===== config.mk =====
export PLATFORM = sky130hd
export DESIGN_NAME = cup_bank
export DESIGN_NICKNAME = d
export VERILOG_FILES = /design/src/hdl/cup_pkg.sv /design/src/hdl/cup_bank.sv
export VERILOG_INCLUDE_DIRS = /design/src /design/src/hdl
export SDC_FILE = /design/constraint.sdc
export NUM_CORES = 1
export LEC_CHECK = 0
export BUFFER_PORTS_ARGS = -buffer_cell sky130_fd_sc_hd__buf_2
export CORE_ASPECT_RATIO = 0.75
export CORE_MARGIN = 3
export CORE_UTILIZATION = 40
export CTS_CLUSTER_DIAMETER = 120
export DETAILED_ROUTE_END_ITERATION = 6
export GPL_ROUTABILITY_DRIVEN = 0
export MAX_ROUTING_LAYER = met4
export PLACE_DENSITY = 0.68
export SETUP_SLACK_MARGIN = 0.2
export SLEW_MARGIN = 15
export SYNTH_ARGS = -nofsm -noshare
export SYNTH_HDL_FRONTEND = slang
export SYNTH_SLANG_ARGS = --single-unit

===== constraint.sdc =====
create_clock -name ref_clk_i -period 3 [get_ports ref_clk_i]
set_input_delay 0.6 -clock ref_clk_i [delete_from_list [all_inputs] [get_ports ref_clk_i]]
set_output_delay 0.6 -clock ref_clk_i [all_outputs]
set_load 0.1 [all_outputs]

===== src/hdl/cup_regs.svh =====
// register map constants of the bus-input charging core register bank
`ifndef CUP_REGS_SVH
`define CUP_REGS_SVH
`define CUP_SLAVE_ADDR   7'h6B
`define CUP_REG_STAT     8'h00
`define CUP_REG_CTL      8'h01
`define CUP_REG_VREG     8'h02
`define CUP_REG_ID       8'h03
`define CUP_REG_CUR      8'h04
`define CUP_REG_SPEC     8'h05
`define CUP_RST_STAT_EN  1'b1
`define CUP_RST_CTL      8'h30
`define CUP_RST_VREG     8'h0A
`define CUP_RST_CUR      7'h01
`define CUP_RST_LOWC     1'b1
`define CUP_RST_SPECIAL_SUPPLY_VOLTAGE_CODE    3'h4
`define CUP_KICK_BIT     7
`define CUP_STATEN_BIT   6
`define CUP_CORE_RST_BIT 7
`define CUP_LOWC_BIT     5
`define CUP_SPECIAL_SUPPLY_VOLTAGE_CODE_MSB    2
`define CUP_BYTE_BITS    4'h8
`define CUP_BUS_CEIL     3'h7
`endif


===== src/hdl/cup_pkg.sv =====
// types shared by the charging core register bank
package cup_pkg;
  typedef enum logic [1:0] {
    CHG_READY, CHG_CHARGING, CHG_DONE, CHG_FAULT
  } cup_chg_state_t;
  typedef enum logic [2:0] {
    CF_NORMAL, CF_IN_OVP, CF_SLEEP, CF_BAD_ADAPTOR, CF_OUT_OVP,
    CF_THERMAL, CF_TIMER, CF_NO_BATTERY
  } cup_chg_fault_t;
  typedef enum logic [2:0] {
    BF_NORMAL, BF_BUS_OVP, BF_OVERLOAD, BF_BAT_LOW, BF_BAT_OVP,
    BF_THERMAL, BF_TIMER, BF_UNUSED
  } cup_boost_fault_t;
  typedef enum logic [3:0] {
    ST_IDLE, ST_ADDR, ST_AACK, ST_PTR, ST_PACK, ST_WR, ST_WACK,
    ST_RD, ST_RACK
  } cup_i2c_state_t;
  typedef struct packed {
    cup_chg_state_t charge_state;
    logic [2:0]     fault;
    logic           boost_active;
    logic           bus_power_present;
    logic           wall_input_present;
    logic           power_management_active;
  } cup_status_t;
  typedef struct packed {
    logic [1:0] input_limit;
    logic [1:0] weak_battery_threshold;
    logic       end_cut_enable;
    logic       charger_off;
    logic       input_high_impedance;
    logic       operation_select;
    logic [5:0] regulation_voltage_code;
    logic       host_pin_polarity;
    logic       host_pin_enable;
    logic [3:0] fast_current_code;
    logic [2:0] end_current_code;
    logic       low_current_override;
    logic [2:0] special_supply_voltage_code;
  } cup_ctrl_t;
endpackage


===== src/hdl/cup_bank.sv =====
// serial-bus slave and register bank of the bus-input charging core
//
// Overview of operation
// - timer kick bit pulses, then self-clears
// - status top bit reads host-mode pin level
// - status-pin enable gates charge status pin
// - charge state reads ready/charging/done/fault
// - charge-mode fault codes reported in order
// - boost-mode fault codes reported, last unused
// - input limit 100/500/800 mA or none
// - weak battery threshold 3.4 V plus weights
// - end-cut enable allows low-current termination
// - charger-off bit disables charging
// - high-impedance bit puts input in hi-z
// - operation select boost, boost status bit
// - regulation voltage 3.5 V plus 20 mV
// - host pin enable and active level
// - identity register read-only maker/part/revision
// - core reset bit, write-only, reads zero
// - fast charge code weights, lowest unweighted
// - termination code weights, lowest defaults one
// - bus charging current ceiling is 7, full scale, so never clamps
// - bus, wall and power-management flags read
// - low-current bit overrides fast charge code
// - special supply voltage 4.2 V plus weights
// - answer only at slave address 1101011
`timescale 1ns/1ps
`include "cup_regs.svh"

module cup_bank #(
  parameter logic [6:0] SLAVE_ADDR = `CUP_SLAVE_ADDR,
  parameter logic [2:0] MAKER_CODE = 3'h3,   // arbitrary value
  parameter logic [1:0] PART_CODE  = 2'h1,   // arbitrary value
  parameter logic [2:0] REV_CODE   = 3'h1    // arbitrary value
) (
  input  wire logic                ref_clk_i,
  input  wire logic                rstn_i,
  input  wire logic                scl_i,
  input  wire logic                sda_i,
  output logic                     sda_o,
  output logic                     sda_oe_n_o,
  input  wire logic                host_mode_request_pin_i,
  input  cup_pkg::cup_status_t     status_i,
  input  wire logic [2:0]          safety_fast_limit_i,
  output cup_pkg::cup_ctrl_t       ctrl_o,
  output logic                     safety_timer_kick_o,
  output logic                     core_reset_o,
  output logic                     host_mode_active_o,
  output logic                     stat_o,
  output logic                     stat_oe_n_o,
  output logic [2:0]               eff_fast_weight_o,
  output logic                     eff_low_current_o
);
  import cup_pkg::*;

  initial begin
    if (SLAVE_ADDR == 7'h00) begin
      $error("slave address zero is the general call");
    end
  end

  // ------------------------------------------------------------
  // synchronisers
  // ------------------------------------------------------------
  // the bus has no glitch filter, so a noisy scl will miscount bits
  logic scl_m, scl_s, scl_d;
  logic sda_m, sda_s, sda_d;
  logic host_m, host_s;

  always_ff @(posedge ref_clk_i or negedge rstn_i) begin
    if (!rstn_i) begin
      scl_m  <= 1'b1;
      scl_s  <= 1'b1;
      scl_d  <= 1'b1;
      sda_m  <= 1'b1;
      sda_s  <= 1'b1;
      sda_d  <= 1'b1;
      host_m <= 1'b0;
      host_s <= 1'b0;
    end else begin
      scl_m  <= scl_i;
      scl_s  <= scl_m;
      scl_d  <= scl_s;
      sda_m  <= sda_i;
      sda_s  <= sda_m;
      sda_d  <= sda_s;
      host_m <= host_mode_request_pin_i;
      host_s <= host_m;
    end
  end

  logic scl_rise, scl_fall, start_c, stop_c;
  assign scl_rise = scl_s & ~scl_d;
  assign scl_fall = ~scl_s & scl_d;
  assign start_c  = scl_s & scl_d & sda_d & ~sda_s;
  assign stop_c   = scl_s & scl_d & ~sda_d & sda_s;

  // ------------------------------------------------------------
  // register storage
  // ------------------------------------------------------------
  cup_ctrl_t  ctrl;
  logic       stat_en;
  logic       wr_stb;
  logic [7:0] wr_ptr;
  logic [7:0] wr_data;

  function automatic cup_ctrl_t ctrl_default();
    cup_ctrl_t c;
    {c.input_limit, c.weak_battery_threshold, c.end_cut_enable,
     c.charger_off, c.input_high_impedance,
     c.operation_select} = `CUP_RST_CTL;
    {c.regulation_voltage_code, c.host_pin_polarity,
     c.host_pin_enable} = `CUP_RST_VREG;
    {c.fast_current_code, c.end_current_code} = `CUP_RST_CUR;
    c.low_current_override = `CUP_RST_LOWC;
    c.special_supply_voltage_code = `CUP_RST_SPECIAL_SUPPLY_VOLTAGE_CODE;
    return c;
  endfunction

  localparam cup_ctrl_t CTRL_RST = ctrl_default();

  always_ff @(posedge ref_clk_i or negedge rstn_i) begin
    if (!rstn_i) begin
      ctrl                <= CTRL_RST;
      stat_en             <= `CUP_RST_STAT_EN;
      safety_timer_kick_o <= 1'b0;
      core_reset_o        <= 1'b0;
    end else begin
      safety_timer_kick_o <= 1'b0;
      core_reset_o        <= 1'b0;
      if (core_reset_o) begin
        ctrl    <= ctrl_default();
        stat_en <= `CUP_RST_STAT_EN;
      end else if (wr_stb) begin
        unique case (wr_ptr)
          `CUP_REG_STAT: begin
            safety_timer_kick_o <= wr_data[`CUP_KICK_BIT];
            stat_en             <= wr_data[`CUP_STATEN_BIT];
          end
          `CUP_REG_CTL: begin
            {ctrl.input_limit, ctrl.weak_battery_threshold,
             ctrl.end_cut_enable, ctrl.charger_off,
             ctrl.input_high_impedance,
             ctrl.operation_select} <= wr_data;
          end
          `CUP_REG_VREG: begin
            {ctrl.regulation_voltage_code, ctrl.host_pin_polarity,
             ctrl.host_pin_enable} <= wr_data;
          end
          `CUP_REG_CUR: begin
            core_reset_o <= wr_data[`CUP_CORE_RST_BIT];
            {ctrl.fast_current_code, ctrl.end_current_code} <=
              wr_data[`CUP_CORE_RST_BIT-1:0];
          end
          `CUP_REG_SPEC: begin
            ctrl.low_current_override <= wr_data[`CUP_LOWC_BIT];
            ctrl.special_supply_voltage_code <=
              wr_data[`CUP_SPECIAL_SUPPLY_VOLTAGE_CODE_MSB:0];
          end
          default: begin
            // identity and unmapped offsets ignore writes
          end
        endcase
      end
    end
  end

  assign ctrl_o = ctrl;

  // ------------------------------------------------------------
  // read multiplexer
  // ------------------------------------------------------------
  logic [7:0] ptr;
  logic [7:0] rd_byte;

  always_comb begin
    unique case (ptr)
      `CUP_REG_STAT: rd_byte = {host_s, stat_en, status_i.charge_state,
                                status_i.boost_active,
                                status_i.fault};
      `CUP_REG_CTL:  rd_byte = {ctrl.input_limit,
                                ctrl.weak_battery_threshold,
                                ctrl.end_cut_enable, ctrl.charger_off,
                                ctrl.input_high_impedance,
                                ctrl.operation_select};
      `CUP_REG_VREG: rd_byte = {ctrl.regulation_voltage_code,
                                ctrl.host_pin_polarity,
                                ctrl.host_pin_enable};
      `CUP_REG_ID:   rd_byte = {MAKER_CODE, PART_CODE, REV_CODE};
      `CUP_REG_CUR:  rd_byte = {1'b0, ctrl.fast_current_code,
                                ctrl.end_current_code};
      `CUP_REG_SPEC: rd_byte = {1'b0, status_i.bus_power_present,
                                ctrl.low_current_override,
                                status_i.power_management_active,
                                status_i.wall_input_present,
                                ctrl.special_supply_voltage_code};
      default:       rd_byte = 8'h00;
    endcase
  end

  // ------------------------------------------------------------
  // serial-bus slave
  // ------------------------------------------------------------
  cup_i2c_state_t st;
  logic [3:0]     bitcnt;
  logic [7:0]     shift;
  logic [7:0]     tx;
  logic           rw;
  logic           nack;
  logic           load_tx;

  always_ff @(posedge ref_clk_i or negedge rstn_i) begin
    if (!rstn_i) begin
      st         <= ST_IDLE;
      bitcnt     <= 4'h0;
      shift      <= 8'h00;
      tx         <= 8'h00;
      rw         <= 1'b0;
      nack       <= 1'b1;
      ptr        <= 8'h00;
      sda_oe_n_o <= 1'b1;
      wr_stb     <= 1'b0;
      wr_ptr     <= 8'h00;
      wr_data    <= 8'h00;
      load_tx    <= 1'b0;
    end else begin
      wr_stb  <= 1'b0;
      load_tx <= 1'b0;
      if (start_c) begin
        st         <= ST_ADDR;
        bitcnt     <= 4'h0;
        sda_oe_n_o <= 1'b1;
      end else if (stop_c) begin
        st         <= ST_IDLE;
        sda_oe_n_o <= 1'b1;
      end else if (scl_rise) begin
        unique case (st)
          ST_ADDR, ST_PTR, ST_WR: begin
            shift  <= {shift[6:0], sda_s};
            bitcnt <= bitcnt + 4'h1;
          end
          ST_RD:   bitcnt <= bitcnt + 4'h1;
          ST_RACK: nack <= sda_s;
          ST_IDLE, ST_AACK, ST_PACK, ST_WACK: begin
          end
        endcase
      end else if (scl_fall) begin
        unique case (st)
          ST_ADDR: begin
            if (bitcnt == `CUP_BYTE_BITS) begin
              if (shift[7:1] == SLAVE_ADDR) begin
                st         <= ST_AACK;
                rw         <= shift[0];
                sda_oe_n_o <= 1'b0;
              end else begin
                st <= ST_IDLE;
              end
            end
          end
          ST_AACK: begin
            bitcnt <= 4'h0;
            if (rw) begin
              st         <= ST_RD;
              tx         <= rd_byte;
              sda_oe_n_o <= rd_byte[7];
              load_tx    <= 1'b1;
            end else begin
              st         <= ST_PTR;
              sda_oe_n_o <= 1'b1;
            end
          end
          ST_PTR: begin
            if (bitcnt == `CUP_BYTE_BITS) begin
              ptr        <= shift;
              st         <= ST_PACK;
              sda_oe_n_o <= 1'b0;
            end
          end
          ST_PACK, ST_WACK: begin
            st         <= ST_WR;
            bitcnt     <= 4'h0;
            sda_oe_n_o <= 1'b1;
          end
          ST_WR: begin
            if (bitcnt == `CUP_BYTE_BITS) begin
              wr_stb     <= 1'b1;
              wr_ptr     <= ptr;
              wr_data    <= shift;
              ptr        <= ptr + 8'h01;
              st         <= ST_WACK;
              sda_oe_n_o <= 1'b0;
            end
          end
          ST_RD: begin
            if (bitcnt == `CUP_BYTE_BITS) begin
              st         <= ST_RACK;
              ptr        <= ptr + 8'h01;
              sda_oe_n_o <= 1'b1;
            end else begin
              tx         <= {tx[6:0], 1'b0};
              sda_oe_n_o <= tx[6];
            end
          end
          ST_RACK: begin
            bitcnt <= 4'h0;
            if (!nack) begin
              st         <= ST_RD;
              tx         <= rd_byte;
              sda_oe_n_o <= rd_byte[7];
              load_tx    <= 1'b1;
            end else begin
              st <= ST_IDLE;
            end
          end
          ST_IDLE: begin
          end
        endcase
      end
    end
  end

  // ------------------------------------------------------------
  // pins and derived controls
  // ------------------------------------------------------------
  // effective code is one cycle behind the register; the analog loop
  // cannot follow faster than that anyway
  always_ff @(posedge ref_clk_i or negedge rstn_i) begin
    if (!rstn_i) begin
      sda_o              <= 1'b0;
      stat_o             <= 1'b0;
      stat_oe_n_o        <= 1'b1;
      host_mode_active_o <= 1'b0;
      eff_fast_weight_o  <= 3'h0;
      eff_low_current_o  <= 1'b1;
    end else begin
      sda_o       <= 1'b0;
      stat_o      <= 1'b0;
      stat_oe_n_o <= !(stat_en &&
                       status_i.charge_state == CHG_CHARGING);
      host_mode_active_o <= ctrl.host_pin_enable &&
                            (host_s == ctrl.host_pin_polarity);
      eff_low_current_o  <= ctrl.low_current_override;
      if (ctrl.fast_current_code[3:1] > safety_fast_limit_i) begin
        eff_fast_weight_o <= safety_fast_limit_i;
      end else if (status_i.bus_power_present &&
                   ctrl.fast_current_code[3:1] > `CUP_BUS_CEIL) begin
        eff_fast_weight_o <= `CUP_BUS_CEIL;
      end else begin
        eff_fast_weight_o <= ctrl.fast_current_code[3:1];
      end
    end
  end
endmodule


==> results.toml, run 1 <==
[cts]
ctsHtreeMaxLevel = 3
worstSkewPairLatency_ns = 0.34
cts-resized-gates = 0
cts_hold_buffers = 0
cts-root-buf = "clkbuf_16"
cts_tree = "built"
path_clk_slew_ns = 0.07
cts.path.max_buffers = 2
clock_sinks = 95
cts_setup_buffers = 0
cts_buffers = 9

[cells_and_area]
finalNetCount = 526
drive_above_1_share = 0.283
fill_cells = 1125
final_common_cell = "dfrtp_1"
final_cell_mix = "dfrtp_1 (77), buf_2 (51), nor2_1 (45)"
diodes = 0
fin_util = 0.469
syn_to_final_growth_pct = 13.2

[timing]
finalMaxSlewViolations = 0
period_needed_ns = 2.41
rsz0062_at_grt = "false"
fin_worst_skew_ns = 0.0101
finalCritPeriodShare = 0.803
tns_ns = 0
max_slew_margin = 0.521
fmax_ghz = 0.415
finalSetupViolCount = 0
hold_ws_ns = 0.291
worst_pin_slew_ns = 0.716
hold_viol = 0

[critical_path]
worstPathRequired_ns = 3.23
cpPeakStageDelay_ns = 0.58
setup.worst_path.start = "st[0]$_DFFE_PN0P_"
critical_path.max_fanout = 17
crit_family = "simple AND/OR/NAND/NOR gates"
end_kind = "flip-flop"
path_class = "flip-flop to flip-flop"
crit_chain = "nor2b_1 -> nand2_1 -> nor4_4 -> buf_4 -> mux2_2"
crit_buf_inv = 1
rr_startpoint = "st[0]$_DFFE_PN0P_"
cp-start-kind = "flip-flop"
cp.arrival_ns = 2.64
worst_path_max_delay_cell = "dfrtp_1"

[route]
via_count = 3771
drt-wirelength-per-cell_um = 18.0
routed_wl_um = 11900
drc = 0
detail_route.first_pass.iterations = 6
postRouteAntennaNets = 0
drt_iter0_drc = 323
avgViaCountPerCell = 5.69

[power]
power_leakage_nw = 2.62
powerDensity_nw_per_um2 = 511
total_power_w = 0.00281
max-vdd-ir-drop_mv = 0.312

[hold_path]
hold_path.class = "input pin to asynchronous set/reset pin"

[grt]
grt_pass1_wl_um = 19500
grtUsageTotal = 0.189
grt_antenna_before_repair = 0
globalRouteOverflowTotal = 0
grt_max_degree = 54
grt_pass1_vias = 3542

[logic_synthesis]
yosys.area.top_type = "dfrtp_1"
synth_cells = 453
synth-seq-cells = 95
netlist_area_um2 = 4870
yosys-top-cells-area = "dfrtp_1 (40%), dfstp_2 (9.7%), mux2_2 (9.7%)"
synth-edff-count = 0
async_flop_share = 1.00
ys.flop_type = "dfrtp_1"
yosys_warnings = 0
syn_avg_cell_area_um2 = 10.8
synth.distinct_cells = 65
yosys.area.top_type_share = 0.396
yosysSeqAreaShare = 0.493

[floorplan]
pin_count = 55
core_um2 = 11700
die_h_um = 102
dieArea_um2 = 13600
die_width_um = 133
std_cell_rows = 34
initial_core_util = 0.415

[outcome]
outcome = "complete, no violations"

[place]
port_buffers = 52
dp_hpwl_um = 8540

[run]
cap_violations = 0
power breakdown:
part           switching (W)  internal, W
sequential          0.000106      0.00136
combinational       0.000150     0.000112
clock               0.000496     0.000593
total               0.000752      0.00206
cells by family (layout without fill, tap and decap cells):
| group | count (synthesis) | in the layout | synth area share |
|---|---|---|---|
| compound gates | 92 | 92 | 0.129 |
| xor+xnor | 4 | 4 | 0.00719 |
| fa+ha+maj | 13 | 13 | 0.0334 |
| buf+inv | 44 | 91 | 0.0442 |
| flops | 95 | 95 | 0.493 |
| mux | 63 | 63 | 0.140 |
| other cells | 1 | 2 | 0.000770 |
| simple gates | 141 | 141 | 0.153 |
per-stage QoR:
step	setup WS (ns)	instances	area, um2
after global placement	0.705	647	5230
after global routing	0.433	663	5510
after detailed placement	0.661	647	5230
after floorplan	0.845	454	4870
final	0.591	663	5510
after CTS	0.622	663	5510
state kept, by name (all words and copies together) (netlist names), 3 cells and up:
signal,count
ptr,8
wr_ptr,8
eff_fast_weight_o,3
ctrl_o,27
shift,8
wr_data,8
st,4
tx,7
bitcnt,4
cell usage after synthesis, types with 3 or more instances:
cell / instances
inv_1: 18
and3_1: 4
nand3_1: 14
buf_6: 4
a222oi_1: 4
buf_4: 4
a22oi_1: 6
nor3b_1: 3
and2_1: 3
ha_1: 13
a211o_1: 8
nor2_1: 45
a211oi_1: 5
dfstp_2: 18
a31oi_1: 3
nor2b_1: 8
dfrtp_1: 77
and3b_1: 3
nor3_1: 9
nand3b_1: 6
nand2b_1: 4
mux2_2: 42
xor2_1: 3
o21ai_0: 23
nand2_1: 26
clkbuf_1: 14
a21oi_1: 17
buf_2: 4
mux2i_1: 21
layout make-up:
class / instances / area, um2 / share of cell area
Timing Repair Buffer: 57 / 300 / 0.0545
Multi-Input combinational cell: 315 / 2260 / 0.410
Clock inverter: 5 / 38.8 / 0.00704
Clock buffer: 11 / 243 / 0.0440
Tap cell: 162 / 203 / 0.0368
Sequential cell: 95 / 2400 / 0.435
Inverter: 18 / 67.6 / 0.0123
final timing paths:
check / cells past startpoint / endpoint / slack [ns]
max reg2reg: 5 / wr_ptr[2]$_DFFE_PN0P_ / 0.59
max: 5 / wr_ptr[2]$_DFFE_PN0P_ / 0.59
max in group asynchronous: 2 / scl_d$_DFF_PN1_ / 1.85
min reg2reg: 0 / sda_s$_DFF_PN1_ / 0.35
min: 1 / st[0]$_DFFE_PN0P_ / 0.29
min in group ref_clk_i: 0 / sda_s$_DFF_PN1_ / 0.35
routing by layer:
metal | wire, um | GRT usage | vias to the layer above
met5 | 0 | - | -
met4 | 111 | 0.0474 | 0
met3 | 766 | 0.0432 | 15
met2 | 5350 | 0.271 | 97
met1 | 5700 | 0.272 | 1951
li1 | - | - | 1708
(Power assumes the default switching activity.)
==> inputs of run 2 (changes only) <==
--- a/config.mk
+++ b/config.mk
@@ -6,6 +6,7 @@
 export SDC_FILE = /design/constraint.sdc
 export NUM_CORES = 1
 export LEC_CHECK = 0
+export ABC_AREA = 1
 export BUFFER_PORTS_ARGS = -buffer_cell sky130_fd_sc_hd__buf_2
 export CORE_ASPECT_RATIO = 0.75
 export CORE_MARGIN = 3
==> constraint.sdc (replaced) <==
create_clock -name ref_clk_i -period 2.3 [get_ports ref_clk_i]
set_input_delay 0.46 -clock ref_clk_i [delete_from_list [all_inputs] [get_ports ref_clk_i]]
set_output_delay 0.46 -clock ref_clk_i [all_outputs]
set_load 0.1 [all_outputs]
==> run 2 against run 1 <==
  * Power up 23%
  * Critical path type unchanged
  * Die area shrank 0.65%
  * Fmax grew 30%
  * Clock skew down 0.0020 ns
  * First-iteration DRC count grew 42%
  * Non-clock buffer count grew 2
  * Combinational power up 9.2%
  * Cell count increased by 26%
  * Worst hold slack got worse by 0.26 ns
  * Sequential share of layout area decreased by 0.51 points
==> results.toml, run 2 <==
[outcome]
outcome = "complete, no violations"

[logic_synthesis]
ys.flop_type = "dfrtp_1"
synth_cells = 614
netlist_area_um2 = 4840
synth-seq-cells = 95
synth.distinct_cells = 37
yosysMostFrequentCell = "nand2_1"
yosys.area.top_type = "dfrtp_1"
yosys-top-cells-area = "dfrtp_1 (40%), nand2_1 (12%), dfstp_2 (9.8%)"
synth_commonest_cells = "nand2_1 (160), dfrtp_1 (77), nor2_1 (67)"
synth-edff-count = 0
async_flop_share = 1.00
yosys.area.top_type_share = 0.398
yosys_warnings = 0
syn_avg_cell_area_um2 = 7.88
yosysSeqAreaShare = 0.496

[run]
cap_violations = 0

[cells_and_area]
drive_above_1_share = 0.172
largest_reg_flops = 27
syn_to_final_growth_pct = 15.3
finalNetCount = 700
fill_cells = 1121
diodes = 0
final_cell_mix = "nand2_1 (160), dfrtp_1 (77), nor2_1 (67)"
fin_util = 0.477
final_common_cell = "nand2_1"

[critical_path]
worst_path_max_delay_cell = "dfrtp_1"
crit_family = "simple AND/OR/NAND/NOR gates"
worstPathRequired_ns = 2.56
critical_path.max_fanout = 9
crit_chain = "inv_1 -> ha_1 -> nand2_1 -> nor2_1 -> inv_1 -> nor2_1 -> nand2_2 -> clkinv_2 -> o21ai_1 -> o21ai_1"
path_class = "flip-flop to flip-flop"
cp.arrival_ns = 2.12
crit_buf_inv = 3
cpPeakStageDelay_ns = 0.42
cp-start-kind = "flip-flop"
end_kind = "flip-flop"

[floorplan]
die_h_um = 101
initial_core_util = 0.413
dieArea_um2 = 13500
die_width_um = 133
std_cell_rows = 34
pin_count = 55
core_um2 = 11700

[route]
detail_route.first_pass.iterations = 5
drt-wirelength-per-cell_um = 14.3
routed_wl_um = 12000
via_count = 4225
drc = 0
avgViaCountPerCell = 5.05
postRouteAntennaNets = 0
drt_iter0_drc = 458

[timing]
tns_ns = 0
rsz0062_at_grt = "false"
max_slew_margin = 0.564
fin_worst_skew_ns = 0.00804
fmax_ghz = 0.538
finalSetupViolCount = 0
finalCritPeriodShare = 0.808
hold_viol = 0
finalMaxSlewViolations = 0
period_needed_ns = 1.86
worst_pin_slew_ns = 0.653

[power]
clock_power_share = 0.406
p_comb_frac = 0.083
max-vdd-ir-drop_mv = 0.355
p_seq_frac = 0.511
powerDensity_nw_per_um2 = 619
p_int_w = 0.00258
total_power_w = 0.00345
p_sw_w = 0.000877
power_leakage_nw = 2.75
switching_share = 0.254

[hold_path]
hold_path.class = "input pin to asynchronous set/reset pin"

[cts]
cts-resized-gates = 0
cts_hold_buffers = 0
path_clk_slew_ns = 0.06
ctsHtreeMaxLevel = 3
cts_setup_buffers = 0
cts_buffers = 9
cts_tree = "built"
clock_sinks = 95
cts-root-buf = "clkbuf_16"
cts.path.max_buffers = 2
worstSkewPairLatency_ns = 0.34

[place]
dp_hpwl_um = 9130
port_buffers = 52

[grt]
globalRouteOverflowTotal = 0
grt_max_degree = 44
grtUsageTotal = 0.190
grt_pass1_vias = 3896
grt_antenna_before_repair = 0
grt_pass1_wl_um = 19700
[run 2: cell count changes in the layout (fill, tap and decap cells not counted), moves of 6 or more]
cell | previous run | this run
nor2b_1 | 8 | 0
mux2i_1 | 21 | 0
nand2_1 | 26 | 160
o21ai_0 | 23 | 48
o21ai_1 | 0 | 30
nor2_1 | 45 | 67
inv_1 | 18 | 55
nand3_1 | 14 | 60
a211o_1 | 8 | 0
mux2_2 | 42 | 0
a22oi_1 | 6 | 0
[run 2: final timing paths]
check / cells past startpoint / endpoint / start / slack, ns
worst max-delay path: 10 / ptr[5]$_DFFE_PN0P_ / bitcnt[0]$_DFFE_PN0P_ / 0.44
worst min-delay path: 1 / st[1]$_DFFE_PN0P_ / rstn_i / 0.03
worst max register to register: 10 / ptr[5]$_DFFE_PN0P_ / bitcnt[0]$_DFFE_PN0P_ / 0.44
worst min register to register: 0 / scl_s$_DFF_PN1_ / scl_m$_DFF_PN1_ / 0.35
max in group asynchronous: 2 / scl_m$_DFF_PN1_ / rstn_i / 1.52
min in group ref_clk_i: 1 / scl_m$_DFF_PN1_ / scl_i / 0.22
[run 2: cell type report]
type                       count  area (um2)  area share
clock buffer                  11         243      0.0435
clock inverter                 5        41.3     0.00740
inverter                      62         236      0.0424
multi-input combinational    443        2130       0.381
sequential                    95        2400       0.430
tap                          162         203      0.0363
timing repair buffer          59         328      0.0588
[run 2: cells by family (layout without fill, tap and decap cells)]
logic type / count (synthesis) / count (layout) / synth area share
adder cells (fa/ha/maj): 13 / 13 / 0.0336
AND/OR/NAND/NOR: 317 / 317 / 0.281
other: 1 / 2 / 0.000775
flip-flops: 95 / 95 / 0.496
XOR/XNOR: 4 / 4 / 0.00724
buffers and inverters: 77 / 137 / 0.0652
AO/OA/AOI/OAI: 106 / 106 / 0.113
multiplexers: 1 / 1 / 0.00233
[run 2: stage by stage]
stage          instance area (um2)  hold slack [ns]  instances  worst slack (ns)
6_report                      5580           0.0287        837             0.442
5_1_grt                       5580           0.0503        837             0.212
4_1_cts                       5580           0.0327        837             0.435
3_5_place_dp                  5290            0.337        821             0.458
3_3_place_gp                  5290            0.338        821             0.523
2_1_floorplan                 4840            0.164        615             0.396
[run 2: per-layer routing]
layer  track usage  vias to the layer above  share of wire
met5             -                        -              0
met4        0.0463                        0          0.013
met3        0.0472                       18          0.077
met2         0.274                      167           0.43
met1         0.269                     1946           0.48
li1              -                     2094              -
[run 2: power by group through the flow]
| stage | clock network, W | registers, W | logic, W |
|---|---|---|---|
| floorplan | 0 | 0.00183 | 0.000152 |
| global placement | 0 | 0.00179 | 0.000274 |
| detailed placement | 0 | 0.00180 | 0.000289 |
| CTS | 0.00144 | 0.00177 | 0.000290 |
| global route | 0.00150 | 0.00177 | 0.000321 |
| finish | 0.00140 | 0.00177 | 0.000286 |
==> inputs of run 3 (changes only) <==
--- a/config.mk
+++ b/config.mk
@@ -15,7 +15,7 @@
 export DETAILED_ROUTE_END_ITERATION = 6
 export GPL_ROUTABILITY_DRIVEN = 0
 export MAX_ROUTING_LAYER = met4
-export PLACE_DENSITY = 0.68
+export PLACE_DENSITY = 0.7
 export SETUP_SLACK_MARGIN = 0.2
 export SLEW_MARGIN = 15
 export SYNTH_ARGS = -nofsm -noshare
==> constraint.sdc (replaced) <==
create_clock -name ref_clk_i -period 1.7 [get_ports ref_clk_i]
set_input_delay 0.34 -clock ref_clk_i [delete_from_list [all_inputs] [get_ports ref_clk_i]]
set_output_delay 0.34 -clock ref_clk_i [all_outputs]
set_load 0.1 [all_outputs]
==> run 3 against run 2 <==
  * Non-clock buffer count grew 49
  * Clock skew shrank 0.0014 ns
  * Die area is the same
  * Setup slack lost 0.39 ns
  * Clock power grew 58%
  * Via count grew 11%
  * Clock-buffer cell count shrank 1
  * Critical path depth is the same
  * Cell count grew 6.1%
  * First-iteration DRC count grew 9.2%
  * Routed wire length grew 17%
  * Core utilization grew 8.9 points
==> results.toml, run 3 (synthesis gave the netlist of run 2 again) <==
[power]
power_leakage_nw = 3.18
total_power_w = 0.00512
powerDensity_nw_per_um2 = 773
max-vdd-ir-drop_mv = 0.453

[floorplan]
die_width_um = 133
pin_count = 55
core_um2 = 11700
initial_core_util = 0.413
die_h_um = 101
std_cell_rows = 34
dieArea_um2 = 13500

[outcome]
outcome = "complete, no violations"

[route]
drc = 0
drt_iter0_drc = 500
via_count = 4686
routed_wl_um = 14000
detail_route.first_pass.iterations = 6
drt-wirelength-per-cell_um = 15.8
avgViaCountPerCell = 5.28
postRouteAntennaNets = 0

[cts]
cts_tree = "built"
cts-root-buf = "clkbuf_16"
path_clk_slew_ns = 0.07
worstSkewPairLatency_ns = 0.35
cts.path.max_buffers = 2
ctsHtreeMaxLevel = 3
cts_buffers = 9
clock_sinks = 95

[grt]
grt_antenna_before_repair = 0
globalRouteOverflowTotal = 0
grt_max_degree = 36
grtUsageTotal = 0.210
grt_pass1_wl_um = 21900
grt_pass1_vias = 4351

[cells_and_area]
syn_to_final_growth_pct = 36.9
fin_util = 0.566
diodes = 0
final_cell_mix = "nand2_1 (137), dfrtp_1 (71), buf_4 (58)"
drive_above_1_share = 0.335
finalNetCount = 751
largest_reg_flops = 27
final_common_cell = "nand2_1"
fill_cells = 987

[timing]
hold_viol = 0
rsz0062_at_grt = "true"
finalSetupViolCount = 0
fmax_ghz = 0.605
fin_worst_skew_ns = 0.00663
finalMaxSlewViolations = 0
finalCritPeriodShare = 0.972
period_needed_ns = 1.65

[critical_path]
critical_path.max_fanout = 6
regToRegSetupSlack_ns = 0.05
path_class = "flip-flop to flip-flop"
cp-start-kind = "flip-flop"
cp.arrival_ns = 1.92
worstPathRequired_ns = 1.97
end_kind = "flip-flop"

[run]
cap_violations = 0

[hold_path]
hold_path.class = "input pin to flip-flop"

[place]
dp_hpwl_um = 9410
port_buffers = 52
run 3: changes by cell type in the layout (fill, tap and decap cells not counted), sizes merged:
cell and change:
dlygate4sd3 +1, buf +46, inv +1, clkbuf +1, bufinv +2
run 3: path summary, 6_finish.rpt:
check / start / end / cells after the start
max: scl_d$_DFF_PN1_ / st[0]$_DFFE_PN0P_ / 10
min: scl_i / scl_m$_DFF_PN1_ / 1
max reg2reg: scl_d$_DFF_PN1_ / st[0]$_DFFE_PN0P_ / 10
min reg2reg: host_m$_DFF_PN0_ / host_s$_DFF_PN0_ / 0
max in group asynchronous: rstn_i / ctrl_o[24]$_DFFE_PN1P_ / 3
min in group asynchronous: rstn_i / st[1]$_DFFE_PN0P_ / 2
run 3: timing repair:
| item | in CTS | in global routing |
|---|---|---|
| endpoints found under the setup margin | 89 | 72 |
| endpoints found under the hold margin | 18 | 0 |
| resized for setup | 93 | 65 |
| hold buffers | 1 | 0 |
| pin swaps | 24 | 19 |
| setup buffers | 21 | 10 |
| cloned | 4 | 2 |
run 3: per-layer routing:
layer	up-vias	GRT usage	wire length, um
li1	2210	-	-
met1	2238	0.280	6020
met2	220	0.334	6630
met3	18	0.0447	1170
met4	0	0.0471	174
met5	-	-	0
run 3: critical path: stages, from the launching register on:
cell,delay [ns]
dfstp_2,0.58
ha_4,0.17
nand3_4,0.12
nand2_8,0.12
buf_6,0.11
nor2_4,0.04
nand2_2,0.07
nand2_4,0.06
nor2_4,0.16
nand2_1,0.07
o21ai_1,0.07
run 3: stage by stage:
step | setup TNS, ns | area (um2) | instances | worst slack, ns | hold slack (ns)
global route | -0.316 | 6620 | 888 | -0.0447 | 0.0800
global placement | 0 | 5500 | 834 | 0.0205 | 0.309
CTS | 0 | 6320 | 876 | 0.0791 | 0.0809
finish | 0 | 6620 | 888 | 0.0471 | 0.0845
detailed placement | 0 | 5500 | 834 | 0.0323 | 0.309
floorplan | 0 | 4930 | 615 | 0.195 | 0.0444
run 3: report_power, final:
part           leakage, nW  switching, W  internal [W]
clock network        0.150      0.000906       0.00130
registers             1.21     0.0000519       0.00233
logic                 1.82      0.000335      0.000192
run 3: area by class of cell:
class                           count  area [um2]  area share
Tap cell                          162         203      0.0306
Timing Repair Buffer              108         975       0.147
Clock buffer                       10         229      0.0346
Inverter                           62         248      0.0374
Clock inverter                      6        92.6      0.0140
Sequential cell                    95        2420       0.365
Timing Repair inverter              2        11.3     0.00170
Multi-Input combinational cell    443        2450       0.370
